**src/design/adc_ctrl_pkg.sv**
```systemverilog
// Constants and types shared by the converter control block and its pacer.
// Assumes a 10 MHz system clock and a 20 MHz conversion time base.
package adc_ctrl_pkg;

  // Register addresses.
  localparam logic [31:0] OFS_INPUT_BUFFER_CONTROL = 32'h40081400;
  localparam logic [31:0] OFS_SEQUENCER_CONTROL = 32'h40086088;
  localparam logic [31:0] OFS_SEQUENCER_CONFIGURATION = 32'h4008608C;
  localparam logic [31:0] OFS_DIGITAL_THRESHOLD_CONFIG = 32'h40086098;
  localparam logic [31:0] OFS_CONVERSION_TIMING_CONFIG = 32'h4008609C;
  localparam logic [31:0] OFS_TEMPERATURE_SENSOR_CONFIG = 32'h40087830;
  localparam logic [31:0] OFS_REFERENCE_CONFIG = 32'h40087834;
  localparam logic [19:0] NARROW_SPACE_PAGE = 20'h40081;

  // Values after reset.
  localparam logic [15:0] RST_INPUT_BUFFER_CONTROL = 16'h000F;
  localparam logic [28:0] RST_SEQUENCER_MASK = 29'h00000000;
  localparam logic [27:0] RST_SEQUENCER_CONFIGURATION = 28'h008C631;
  localparam logic [17:0] RST_DIGITAL_THRESHOLD_CONFIG = 18'h00000;
  localparam logic [31:0] RST_CONVERSION_TIMING_CONFIG = 32'h000A00C8;
  localparam logic [1:0] RST_TEMPERATURE_SENSOR_CONFIG = 2'h0;
  localparam logic [3:0] RST_REFERENCE_CONFIG = 4'h0;

  // Field positions.
  localparam int SEQ_RESTART_BIT = 31;
  localparam int SEQ_ENABLE_BIT = 30;
  localparam int SEQ_MASK_W = 29;
  localparam int SEQ_DELAY_LSB = 20;
  localparam int NEG_SEL_W = 5;
  localparam int NEG0_LSB = 0;
  localparam int NEG2_LSB = 5;
  localparam int NEG4_LSB = 10;
  localparam int NEG6_LSB = 15;
  localparam int CMP_LEVEL_LSB = 2;
  localparam int CMP_DIR_BIT = 1;
  localparam int CMP_EN_BIT = 0;
  localparam int CMP_FLAG_BIT = 18;
  localparam int ACQ_COUNT_LSB = 16;
  localparam int CONV_DIV_LSB = 0;
  localparam int CNT_W = 10;

  // Special codes.
  localparam logic [7:0] DELAY_HALT = 8'hFF;
  localparam logic [4:0] NEG_SINGLE_ENDED = 5'h11;
  localparam logic [31:0] AUTO_TIMING_VALUE = 32'h007D00FA;
  localparam logic [4:0] CH_TEMP_SENSOR = 5'h16;
  localparam logic [4:0] CH_IOVDD_HALF = 5'h19;
  localparam logic [4:0] CH_AVDD_HALF = 5'h1A;
  localparam logic [4:0] CMP_CHANNEL = 5'h04;
  localparam logic [5:0] NO_CHANNEL = 6'h3F;

  // Timing.
  localparam int SYS_CLK_HZ = 10000000;
  localparam int BASE_CLK_HZ = 20000000;
  localparam logic [10:0] BASE_TICKS_PER_CYCLE = 11'(BASE_CLK_HZ / SYS_CLK_HZ);
  localparam int SYS_PERIOD_PS = 100000;
  localparam int ACCESS_WIDE_PS = 100000;
  localparam int ACCESS_NARROW_PS = 62500;
  localparam logic [3:0] ACCESS_WIDE_CYC =
    4'((ACCESS_WIDE_PS + SYS_PERIOD_PS - 1) / SYS_PERIOD_PS);
  localparam logic [3:0] ACCESS_NARROW_CYC =
    4'((ACCESS_NARROW_PS + SYS_PERIOD_PS - 1) / SYS_PERIOD_PS);

  typedef enum logic [1:0] {
    S_IDLE,
    S_RUN,
    S_GAP,
    S_SINGLE
  } seq_state_t;

endpackage : adc_ctrl_pkg

```
**src/design/pacer_if.sv**
```systemverilog
// Signals between the control block and its conversion pacer.
// Both ends sit on the same system clock.
`timescale 1ns/100ps
`default_nettype none
interface pacer_if;
  import adc_ctrl_pkg::*;
  logic [CNT_W-1:0] divider, acq_count;
  logic run, acq_go, tick, acq_active;

  modport ctrl (output divider, acq_count, run, acq_go, input tick, acq_active);

  modport pacer (input divider, acq_count, run, acq_go, output tick, acq_active);
endinterface : pacer_if
`default_nettype wire

```
**src/design/adc_sequencer_control.sv**
```systemverilog
// Converter control: registers, sequencer, digital comparator and timing.
// Assumes link, single request and converter result share the 10 MHz clock.
//
// Contract
// - Writing one to restart returns the sequence to its first included channel.
// - Writing one to the enable bit starts the channel sequencer; the code starts it only from idle with a nonzero mask from an earlier write.
// - A 29-bit mask includes a channel when set, skips it when clear.
// - Mask bit n belongs to channel code n.
// - An 8-bit delay inserts 0 to 254 units between passes.
// - Delay 255 halts after one pass; software re-enables for another pass.
// - Channels 0, 2, 4, 6 have 5-bit negative inputs; 0x11 means single-ended.
// - A 16-bit threshold is compared against every channel 4 result.
// - Direction clear trips on threshold below data, set on threshold above.
// - The comparator works only while its enable bit is one.
// - Acquisition lasts the 10-bit count over 20 MHz; reset count gives 500 ns.
// - Conversion rate is 20 MHz over a 10-bit divider, reset 0xC8.
// - Single conversion on codes 22, 25, 26 loads 0x7D00FA into timing.
// - While sequencing, timing keeps its value and the rate stays unchanged.
// - Link access takes 8 cycles wide, 5 cycles narrow at 80 MHz; at the 10 MHz clock here both take 1 cycle.
// - Input buffer power field powers down N, P, both or neither.
// - Input buffer skip field bypasses none, N, P or both sides.
// - Sensor power bit zero keeps it powered, one powers it down.
// - Codes 0x16, 0x19, 0x1A route sensor, half I/O, half analog supply.
`timescale 1ns/100ps
`default_nettype none
module adc_sequencer_control
  import adc_ctrl_pkg::*;
(
  // Clock and reset
  input wire logic CLK_SYS,
  input wire logic RST_N,
  // Register link
  input wire logic REG_REQ,
  input wire logic REG_WRITE,
  input wire logic [31:0] REG_ADDR,
  input wire logic [31:0] REG_WDATA,
  output logic REG_ACK,
  output logic [31:0] REG_RDATA,
  // Single conversion request
  input wire logic SINGLE_REQ,
  input wire logic [4:0] SINGLE_CH,
  // Converter
  output logic CONV_START,
  output logic [4:0] CONV_CH,
  output logic [4:0] CONV_NEG,
  output logic ACQ_ACTIVE,
  input wire logic RESULT_VALID,
  input wire logic [15:0] RESULT_DATA,
  // Internal source routing
  output logic ROUTE_TEMP,
  output logic ROUTE_IOVDD_HALF,
  output logic ROUTE_AVDD_HALF,
  // Analog configuration
  output logic [1:0] INBUF_POWER_OFF,
  output logic [1:0] INBUF_SKIP,
  output logic TEMP_POWER_OFF,
  output logic TEMP_MODULATION,
  output logic [3:0] REF_CTRL,
  // Status
  output logic SEQ_BUSY,
  output logic CMP_TRIP
);

  typedef struct packed {
    logic acc_busy;
    logic [3:0] acc_cnt;
    logic acc_wr;
    logic [31:0] acc_addr;
    logic [31:0] acc_wdata;
    logic ack;
    logic [31:0] rdata;
    logic [15:0] input_buffer_control;
    logic [28:0] seq_mask;
    logic [27:0] seq_cfg;
    logic [17:0] cmp_cfg;
    logic cmp_flag;
    logic [31:0] timing_cfg;
    logic [1:0] temp_cfg;
    logic [3:0] ref_cfg;
    seq_state_t st;
    logic [5:0] next_idx;
    logic [7:0] delay_cnt;
    logic [4:0] single_ch;
    logic conv_start;
    logic [4:0] conv_ch;
    logic [4:0] conv_neg;
    logic route_temp;
    logic route_iovdd;
    logic route_avdd;
  } ctrl_state_t;

  localparam ctrl_state_t CTRL_RESET = '{
    acc_busy: 1'b0, acc_cnt: 4'h0, acc_wr: 1'b0, acc_addr: 32'h00000000,
    acc_wdata: 32'h00000000, ack: 1'b0, rdata: 32'h00000000,
    input_buffer_control: RST_INPUT_BUFFER_CONTROL, seq_mask: RST_SEQUENCER_MASK,
    seq_cfg: RST_SEQUENCER_CONFIGURATION, cmp_cfg: RST_DIGITAL_THRESHOLD_CONFIG,
    cmp_flag: 1'b0, timing_cfg: RST_CONVERSION_TIMING_CONFIG,
    temp_cfg: RST_TEMPERATURE_SENSOR_CONFIG, ref_cfg: RST_REFERENCE_CONFIG,
    st: S_IDLE, next_idx: 6'h00, delay_cnt: 8'h00, single_ch: 5'h00,
    conv_start: 1'b0, conv_ch: 5'h00, conv_neg: NEG_SINGLE_ENDED,
    route_temp: 1'b0, route_iovdd: 1'b0, route_avdd: 1'b0};

  ctrl_state_t s_reg;
  ctrl_state_t s_next;

  pacer_if pif ();

  conversion_pacer u_pacer (
    .CLK_SYS(CLK_SYS),
    .RST_N(RST_N),
    .p(pif.pacer)
  );

  // Lowest included channel at or above the start position.
  function automatic logic [5:0] next_ch(input logic [28:0] mask, input logic [5:0] from);
    logic [5:0] res;
    res = NO_CHANNEL;
    for (int i = SEQ_MASK_W - 1; i >= 0; i--) begin
      if (mask[i] && (6'(i) >= from)) begin
        res = 6'(i);
      end
    end
    return res;
  endfunction : next_ch

  function automatic logic [4:0] neg_for(input logic [5:0] ch, input logic [27:0] cfg);
    logic [4:0] neg;
    neg = NEG_SINGLE_ENDED;
    if (ch == 6'h00) begin
      neg = cfg[NEG0_LSB +: NEG_SEL_W];
    end else if (ch == 6'h02) begin
      neg = cfg[NEG2_LSB +: NEG_SEL_W];
    end else if (ch == 6'h04) begin
      neg = cfg[NEG4_LSB +: NEG_SEL_W];
    end else if (ch == 6'h06) begin
      neg = cfg[NEG6_LSB +: NEG_SEL_W];
    end
    return neg;
  endfunction : neg_for

  function automatic logic auto_timing_ch(input logic [4:0] ch);
    return (ch == CH_TEMP_SENSOR) || (ch == CH_IOVDD_HALF) || (ch == CH_AVDD_HALF);
  endfunction : auto_timing_ch

  always_comb begin
    logic restart;
    logic enable;
    logic [5:0] pick;
    logic [5:0] after;
    logic [7:0] delay;
    logic [15:0] level;
    logic trip;
    logic [31:0] a;
    logic [31:0] w;
    restart = 1'b0;
    enable = 1'b0;
    pick = NO_CHANNEL;
    after = NO_CHANNEL;
    delay = s_reg.seq_cfg[SEQ_DELAY_LSB +: 8];
    level = s_reg.cmp_cfg[CMP_LEVEL_LSB +: 16];
    trip = 1'b0;
    a = s_reg.acc_addr;
    w = s_reg.acc_wdata;
    s_next = s_reg;
    s_next.ack = 1'b0;
    s_next.conv_start = 1'b0;

    // Register link: the access completes after its latency, then acknowledges.
    if (s_reg.acc_busy) begin
      if (s_reg.acc_cnt > 4'h1) begin
        s_next.acc_cnt = s_reg.acc_cnt - 4'h1;
      end else begin
        s_next.acc_busy = 1'b0;
        s_next.ack = 1'b1;
        s_next.rdata = 32'h00000000;
        if (a == OFS_INPUT_BUFFER_CONTROL) begin
          if (s_reg.acc_wr) begin
            s_next.input_buffer_control = w[15:0];
          end else begin
            s_next.rdata = {16'h0000, s_reg.input_buffer_control};
          end
        end else if (a == OFS_SEQUENCER_CONTROL) begin
          if (s_reg.acc_wr) begin
            s_next.seq_mask = w[SEQ_MASK_W-1:0];
            restart = w[SEQ_RESTART_BIT];
            enable = w[SEQ_ENABLE_BIT];
          end else begin
            s_next.rdata = {3'h0, s_reg.seq_mask};
          end
        end else if (a == OFS_SEQUENCER_CONFIGURATION) begin
          if (s_reg.acc_wr) begin
            s_next.seq_cfg = w[27:0];
          end else begin
            s_next.rdata = {4'h0, s_reg.seq_cfg};
          end
        end else if (a == OFS_DIGITAL_THRESHOLD_CONFIG) begin
          if (s_reg.acc_wr) begin
            s_next.cmp_cfg = w[17:0];
            if (w[CMP_FLAG_BIT]) begin
              s_next.cmp_flag = 1'b0;
            end
          end else begin
            s_next.rdata = {13'h0000, s_reg.cmp_flag, s_reg.cmp_cfg};
          end
        end else if (a == OFS_CONVERSION_TIMING_CONFIG) begin
          if (s_reg.acc_wr) begin
            s_next.timing_cfg = w;
          end else begin
            s_next.rdata = s_reg.timing_cfg;
          end
        end else if (a == OFS_TEMPERATURE_SENSOR_CONFIG) begin
          if (s_reg.acc_wr) begin
            s_next.temp_cfg = w[1:0];
          end else begin
            s_next.rdata = {30'h00000000, s_reg.temp_cfg};
          end
        end else if (a == OFS_REFERENCE_CONFIG) begin
          if (s_reg.acc_wr) begin
            s_next.ref_cfg = w[3:0];
          end else begin
            s_next.rdata = {28'h0000000, s_reg.ref_cfg};
          end
        end
      end
    end else if (REG_REQ && !s_reg.ack) begin
      s_next.acc_busy = 1'b1;
      s_next.acc_wr = REG_WRITE;
      s_next.acc_addr = REG_ADDR;
      s_next.acc_wdata = REG_WDATA;
      // Narrow registers sit on the faster page of the link.
      s_next.acc_cnt = (REG_ADDR[31:12] == NARROW_SPACE_PAGE) ?
                       ACCESS_NARROW_CYC : ACCESS_WIDE_CYC;
    end

    // Channel sequencer.
    case (s_reg.st)
      S_IDLE: begin
        if (enable && (s_reg.seq_mask != 29'h00000000)) begin
          s_next.st = S_RUN;
          s_next.next_idx = 6'h00;
        end else if (SINGLE_REQ) begin
          s_next.st = S_SINGLE;
          s_next.single_ch = SINGLE_CH;
          if (auto_timing_ch(SINGLE_CH)) begin
            s_next.timing_cfg = AUTO_TIMING_VALUE;
          end
        end
      end
      S_RUN: begin
        if (pif.tick) begin
          pick = next_ch(s_reg.seq_mask, s_reg.next_idx);
          if (pick == NO_CHANNEL) begin
            pick = next_ch(s_reg.seq_mask, 6'h00);
          end
          if (pick == NO_CHANNEL) begin
            s_next.st = S_IDLE;
          end else begin
            s_next.conv_start = 1'b1;
            s_next.conv_ch = pick[4:0];
            s_next.conv_neg = neg_for(pick, s_reg.seq_cfg);
            after = next_ch(s_reg.seq_mask, pick + 6'h01);
            if (after != NO_CHANNEL) begin
              s_next.next_idx = pick + 6'h01;
            end else begin
              s_next.next_idx = 6'h00;
              if (delay == DELAY_HALT) begin
                s_next.st = S_IDLE;
              end else if (delay != 8'h00) begin
                s_next.st = S_GAP;
                s_next.delay_cnt = delay;
              end
            end
          end
        end
      end
      S_GAP: begin
        if (pif.tick) begin
          if (s_reg.delay_cnt <= 8'h01) begin
            s_next.st = S_RUN;
          end else begin
            s_next.delay_cnt = s_reg.delay_cnt - 8'h01;
          end
        end
      end
      S_SINGLE: begin
        if (pif.tick) begin
          s_next.conv_start = 1'b1;
          s_next.conv_ch = s_reg.single_ch;
          s_next.conv_neg = NEG_SINGLE_ENDED;
          s_next.st = S_IDLE;
        end
      end
      default: begin
        s_next.st = S_IDLE;
      end
    endcase

    // A restart during a pass or its gap aims the next period at the first channel.
    if (restart && ((s_reg.st == S_RUN) || (s_reg.st == S_GAP))) begin
      s_next.next_idx = 6'h00;
      s_next.st = S_RUN;
    end

    // The flag set follows the clear, so a trip in the clearing cycle is kept.
    if (RESULT_VALID && (s_reg.conv_ch == CMP_CHANNEL) && s_reg.cmp_cfg[CMP_EN_BIT]) begin
      trip = s_reg.cmp_cfg[CMP_DIR_BIT] ? (level > RESULT_DATA) : (level < RESULT_DATA);
      if (trip) begin
        s_next.cmp_flag = 1'b1;
      end
    end

    s_next.route_temp = (s_next.conv_ch == CH_TEMP_SENSOR);
    s_next.route_iovdd = (s_next.conv_ch == CH_IOVDD_HALF);
    s_next.route_avdd = (s_next.conv_ch == CH_AVDD_HALF);
  end

  always_ff @(posedge CLK_SYS or negedge RST_N) begin
    if (!RST_N) begin
      s_reg <= CTRL_RESET;
    end else begin
      s_reg <= s_next;
    end
  end

  // Timing comes only from the register; only link writes and single conversions on codes 22, 25, 26 alter it.
  assign pif.divider = s_reg.timing_cfg[CONV_DIV_LSB +: CNT_W];
  assign pif.acq_count = s_reg.timing_cfg[ACQ_COUNT_LSB +: CNT_W];
  assign pif.run = (s_reg.st != S_IDLE);
  assign pif.acq_go = s_reg.conv_start;

  assign REG_ACK = s_reg.ack;
  assign REG_RDATA = s_reg.rdata;
  assign CONV_START = s_reg.conv_start;
  assign CONV_CH = s_reg.conv_ch;
  assign CONV_NEG = s_reg.conv_neg;
  assign ACQ_ACTIVE = pif.acq_active;
  assign ROUTE_TEMP = s_reg.route_temp;
  assign ROUTE_IOVDD_HALF = s_reg.route_iovdd;
  assign ROUTE_AVDD_HALF = s_reg.route_avdd;
  assign INBUF_POWER_OFF = s_reg.input_buffer_control[3:2];
  assign INBUF_SKIP = s_reg.input_buffer_control[1:0];
  assign TEMP_POWER_OFF = s_reg.temp_cfg[0];
  assign TEMP_MODULATION = s_reg.temp_cfg[1];
  assign REF_CTRL = s_reg.ref_cfg;
  assign SEQ_BUSY = (s_reg.st != S_IDLE);
  assign CMP_TRIP = s_reg.cmp_flag;

endmodule : adc_sequencer_control
`default_nettype wire

```
**src/design/conversion_pacer.sv**
```systemverilog
// Conversion period and acquisition window generator.
// Assumes a 10 MHz clock: two 20 MHz base ticks a cycle.
`timescale 1ns/100ps
`default_nettype none
module conversion_pacer
  import adc_ctrl_pkg::*;
(
  // Clock and reset
  input wire logic CLK_SYS,
  input wire logic RST_N,
  // Link to the control block
  pacer_if.pacer p
);

  typedef struct packed {
    logic [10:0] acc;
    logic tick;
    logic [10:0] acq_left;
    logic acq_active;
  } pacer_state_t;

  localparam pacer_state_t PACER_RESET = '{acc: 11'h000, tick: 1'b0,
                                           acq_left: 11'h000, acq_active: 1'b0};

  pacer_state_t s_reg;
  pacer_state_t s_next;

  always_comb begin
    logic [10:0] div_eff;
    logic [10:0] sum;
    div_eff = 11'h000;
    sum = 11'h000;
    s_next = s_reg;
    s_next.tick = 1'b0;
    // Dividers below two cannot tick faster than once a cycle, so they act as two.
    div_eff = (p.divider < 10'h002) ? 11'h002 : {1'b0, p.divider};
    if (p.run) begin
      sum = s_reg.acc + BASE_TICKS_PER_CYCLE;
      if (sum >= div_eff) begin
        s_next.tick = 1'b1;
        s_next.acc = sum - div_eff;
      end else begin
        s_next.acc = sum;
      end
    end else begin
      s_next.acc = 11'h000;
    end
    if (p.acq_go) begin
      s_next.acq_left = {1'b0, p.acq_count};
      s_next.acq_active = (p.acq_count != 10'h000);
    end else if (s_reg.acq_left > BASE_TICKS_PER_CYCLE) begin
      s_next.acq_left = s_reg.acq_left - BASE_TICKS_PER_CYCLE;
    end else begin
      s_next.acq_left = 11'h000;
      s_next.acq_active = 1'b0;
    end
  end

  always_ff @(posedge CLK_SYS or negedge RST_N) begin
    if (!RST_N) begin
      s_reg <= PACER_RESET;
    end else begin
      s_reg <= s_next;
    end
  end

  assign p.tick = s_reg.tick;
  assign p.acq_active = s_reg.acq_active;

endmodule : conversion_pacer
`default_nettype wire

```
**config.mk**
```make
export PLATFORM = sky130hd
export DESIGN_NAME = adc_sequencer_control
export DESIGN_NICKNAME = d
export VERILOG_FILES = /design/src/design/adc_ctrl_pkg.sv /design/src/design/pacer_if.sv /design/src/design/adc_sequencer_control.sv /design/src/design/conversion_pacer.sv
export SDC_FILE = /design/constraint.sdc
export NUM_CORES = 1
export LEC_CHECK = 0
export ABC_AREA = 1
export BUFFER_PORTS_ARGS = -buffer_cell sky130_fd_sc_hd__clkbuf_2
export CORE_MARGIN = 4
export CORE_UTILIZATION = 60
export CTS_BUF_LIST = sky130_fd_sc_hd__clkbuf_16
export CTS_CLUSTER_SIZE = 14
export DETAILED_ROUTE_END_ITERATION = 8
export MAX_ROUTING_LAYER = met4
export PLACE_DENSITY = 0.88
export RECOVER_POWER = 25
export SKIP_LAST_GASP = 1
export SLEW_MARGIN = 0
export SYNTH_ARGS = -nofsm -noshare
export SYNTH_HDL_FRONTEND = slang
export SYNTH_HIERARCHICAL = 1
export SYNTH_SLANG_ARGS = --single-unit
```
**constraint.sdc**
```tcl
create_clock -name CLK_SYS -period 7.7 [get_ports CLK_SYS]
set_clock_uncertainty 0.15 [all_clocks]
set_input_delay 1.155 -clock CLK_SYS [delete_from_list [all_inputs] [get_ports CLK_SYS]]
set_output_delay 1.155 -clock CLK_SYS [all_outputs]
set_load 0.01 [all_outputs]
```
==> flow_metrics.py <==
metrics = {
    "global_route": {
        "grt_pass1_wl_microns": 80400,
        "grt_overflow": 0,
        "grt_pass1_vias": 15200,
        "antenna_found_initial": 0,
        "grt_max_degree": 198,
        "grt_usage": 0.333,
    },
    "sta": {
        "fin_crit_sh": 0.704,
        "fin_crit_ns": 5.42,
        "timing.fmax_ghz": 0.184,
        "tns_ns": 0,
        "setup_viol": 0,
        "tightest_slew_ns": 5.04,
        "slew-limit-headroom": -2.36,
        "final-hold-violation-count": 0,
        "rsz0062_at_grt": "false",
        "maxSlewViolCount": 208,
    },
    "setup_path": {
        "critPathRequiredTime_ns": 8.00,
        "max_stage_delay_ns": 0.52,
        "r2r-start": "s_reg[28]$_DFFE_PN0P_",
        "cp_common_cell": "nand2_1",
        "worst-path-max-fanout": 14,
        "crit_family": "simple AND/OR/NAND/NOR gates",
        "path_class": "register to register",
        "worst_r2r_endpoint": "s_reg[23]$_DFFE_PN0P_",
        "crit_path_top_delay_cell": "dfrtp_1",
        "end_kind": "register",
        "r2r_cells": 49,
        "arrival_ns": 5.72,
        "cp_num_buf_inv": 5,
        "rrSetupSlack_ns": 2.28,
        "worstSetupStartpointType": "register",
    },
    "floorplan": {
        "die_w_microns": 175,
        "pin_count": 151,
        "core_area_sq_um": 27300,
        "initial_core_util": 0.617,
        "die_area_sq_um": 30700,
        "rows": 60,
        "die_y_microns": 175,
    },
    "synth": {
        "yosys_most_used_dff": "dfrtp_1",
        "syn_nets": 2331,
        "synthArstFlopShare": 1.00,
        "synth_cell_types": 63,
        "syn_area_sq_um": 16800,
        "syn-instance-count": 2196,
        "syn_avg_cell_area_sq_um": 7.65,
        "ys_seq_elements": 292,
        "synth.area.top_cells": "dfrtp_1 (41%), nand2_1 (11%), inv_1 (7.4%)",
        "yosysTopAreaCellShare": 0.407,
        "synth-warning-count": 6,
        "synth_edf_count": 0,
        "yosysSeqAreaShare": 0.436,
        "synth_top_area_cell": "dfrtp_1",
    },
    "power": {
        "p_leak_nw": 9.70,
        "totalPowerFinal_mw": 3.73,
        "switching_share": 0.304,
        "p_clk_frac": 0.383,
        "vdd_ir_drop_max_mv": 0.175,
        "p_seq_frac": 0.461,
        "p_int_mw": 2.60,
        "switchingPower_mw": 1.14,
        "power_density_nw_per_um2": 203,
        "p_comb_frac": 0.157,
    },
    "final_layout": {
        "fillCellCount": 2291,
        "syn_to_final_growth_pct": 9.32,
        "largest_reg_flops": 190,
        "drive_above_1_share": 0.121,
        "final_nets": 2397,
        "antenna_cells": 0,
    },
    "routing": {
        "antenna_left": 0,
        "dr.pass1.iters": 6,
        "route.vias.total": 15800,
        "drcViolationCount": 0,
        "wl_per_cell_microns": 18.9,
        "totalWireLength_microns": 50200,
        "drt_iter0_drc": 1750,
        "avgViaCountPerCell": 5.92,
    },
    "clock_tree": {
        "cts_tree": "done",
        "clock_sinks": 292,
        "insertion_delay_ns": 0.58,
        "numCtsBuffers": 31,
        "postCtsResizedCells": 0,
        "clk_pin_slew_ns": 0.06,
        "root_buffer": "clkbuf_16",
        "postCtsSetupBuffers": 0,
        "ctsHoldBuffers": 0,
        "htree_levels": 1,
        "clockBufferDepth": 3,
    },
    "run": {
        "cap_violations": 3,
    },
    "min_path": {
        "hold_class": "register to register",
        "min_from": "s_reg[238]$_DFFE_PN0P_",
        "min_to": "s_reg[238]$_DFFE_PN0P_",
        "hold-path-cell-count": 2,
    },
    "placement": {
        "place_congestion": 0.951,
        "dp_hpwl_microns": 36800,
        "numPortBuffers": 150,
    },
    "outcome": {
        "outcome": "finished with violations",
        "violations": "capacitance limit, slew limit",
    },
}
-- cell usage in the layout (no fill, tap or decap), types with 16 or more instances in the layout --
cell / instances
nor2_1: 151
dfrtp_1: 273
nor4_1: 22
inv_2: 17
a21oi_1: 65
a31oi_1: 22
nand2_1: 482
clkbuf_2: 143
clkbuf_16: 31
nand3_1: 158
dfstp_2: 19
nand4_1: 52
o22ai_1: 21
nor3_1: 27
ha_1: 43
o211ai_1: 20
xor2_1: 16
inv_1: 338
o21ai_0: 208
-- cells by family after synthesis --
logic type,share of synthesized area
simple gates,0.242
buf+inv,0.119
compound gates,0.140
flops,0.436
fa+ha+maj,0.0332
mux,0.0159
xor+xnor,0.0136
-- metrics by stage --
| stage | setup WS [ns] | instances | cell area [sq um] | util | hold WS, ns |
|---|---|---|---|---|---|
| final | 2.28 | 2659 | 18400 | 0.674 | 0.324 |
| after detailed placement | 2.39 | 2601 | 17400 | 0.640 | 0.309 |
| after global placement | 2.52 | 2601 | 17400 | 0.640 | 0.304 |
| after global routing | 1.24 | 2659 | 18400 | 0.674 | 0.347 |
| after floorplan | 3.29 | 2196 | 16800 | - | 0.292 |
| after CTS | 2.36 | 2659 | 18400 | 0.675 | 0.326 |
-- cell type report --
class                      count  area, sq um  share of cell area
tap                          372          465              0.0253
multi-input combinational   1429         7490               0.408
timing repair buffer         159          815              0.0443
clock buffer                  31          776              0.0422
inverter                     349         1310              0.0713
sequential                   292         7330               0.399
clock inverter                27          186              0.0101
-- synth_stat cells, types with 3 or more instances --
cell      instances
clkinv_1          3
o21bai_1          3
o211ai_1         20
o21ai_1          14
nor2_4            3
inv_2            16
mux2i_1          11
buf_4            51
o22ai_1          21
buf_2             5
nand2_1         482
ha_1             43
inv_1           330
nor2_2            4
nor4_1           22
nand2_4           6
nor2_1          152
dfrtp_1         273
nand4_1          52
mux2_2           14
clkbuf_1         60
nand2_2           5
xnor2_1           7
buf_6             3
buf_1             7
o31ai_1           3
nor3_1           28
dfstp_2          19
a221oi_1          4
a31oi_1          22
a211oi_1         10
o21ai_0         208
a22o_1           13
nand3_1         159
and2_1            3
a21oi_1          65
o311ai_0          5
xor2_1           16
-- worst max path at each step --
stage,from,end,cells past startpoint
after floorplan,s_reg[30]$_DFFE_PN0P_,s_reg[19]$_DFFE_PN0P_,49
after global placement,s_reg[28]$_DFFE_PN0P_,s_reg[21]$_DFFE_PN0P_,47
after detailed placement,s_reg[28]$_DFFE_PN0P_,s_reg[20]$_DFFE_PN0P_,49
after CTS,s_reg[28]$_DFFE_PN0P_,s_reg[23]$_DFFE_PN0P_,49
after global routing,RST_N,s_reg[16]$_DFFE_PN0P_,1
final,s_reg[28]$_DFFE_PN0P_,s_reg[23]$_DFFE_PN0P_,49
-- per-layer routing --
metal  wire, microns  global-route usage
met3            4590              0.0508
met4            1850               0.111
met2           23100               0.524
met5               0                   -
met1           20700               0.446
-- worst register-to-register path: cells and delay by family (launching register included) --
family                     cells  cell delay [ns]
DFF                            1             0.52
buffers and inverters          5             0.55
adders and majority gates      1             0.17
and+or+nand+nor               40             3.31
AOI/OAI and AO/OA              2             0.38
xor gates and xnor gates       1             0.28
-- power by group through the flow --
stage / sequential [mW] / combinational [mW] / clock (mW)
4_1_cts: 1.71 / 0.576 / 1.44
3_5_place_dp: 1.74 / 0.570 / 0
2_1_floorplan: 1.71 / 0.389 / 0
3_3_place_gp: 1.74 / 0.553 / 0
5_1_grt: 1.73 / 0.656 / 1.50
6_report: 1.72 / 0.584 / 1.43
(Power assumes the default switching activity.)
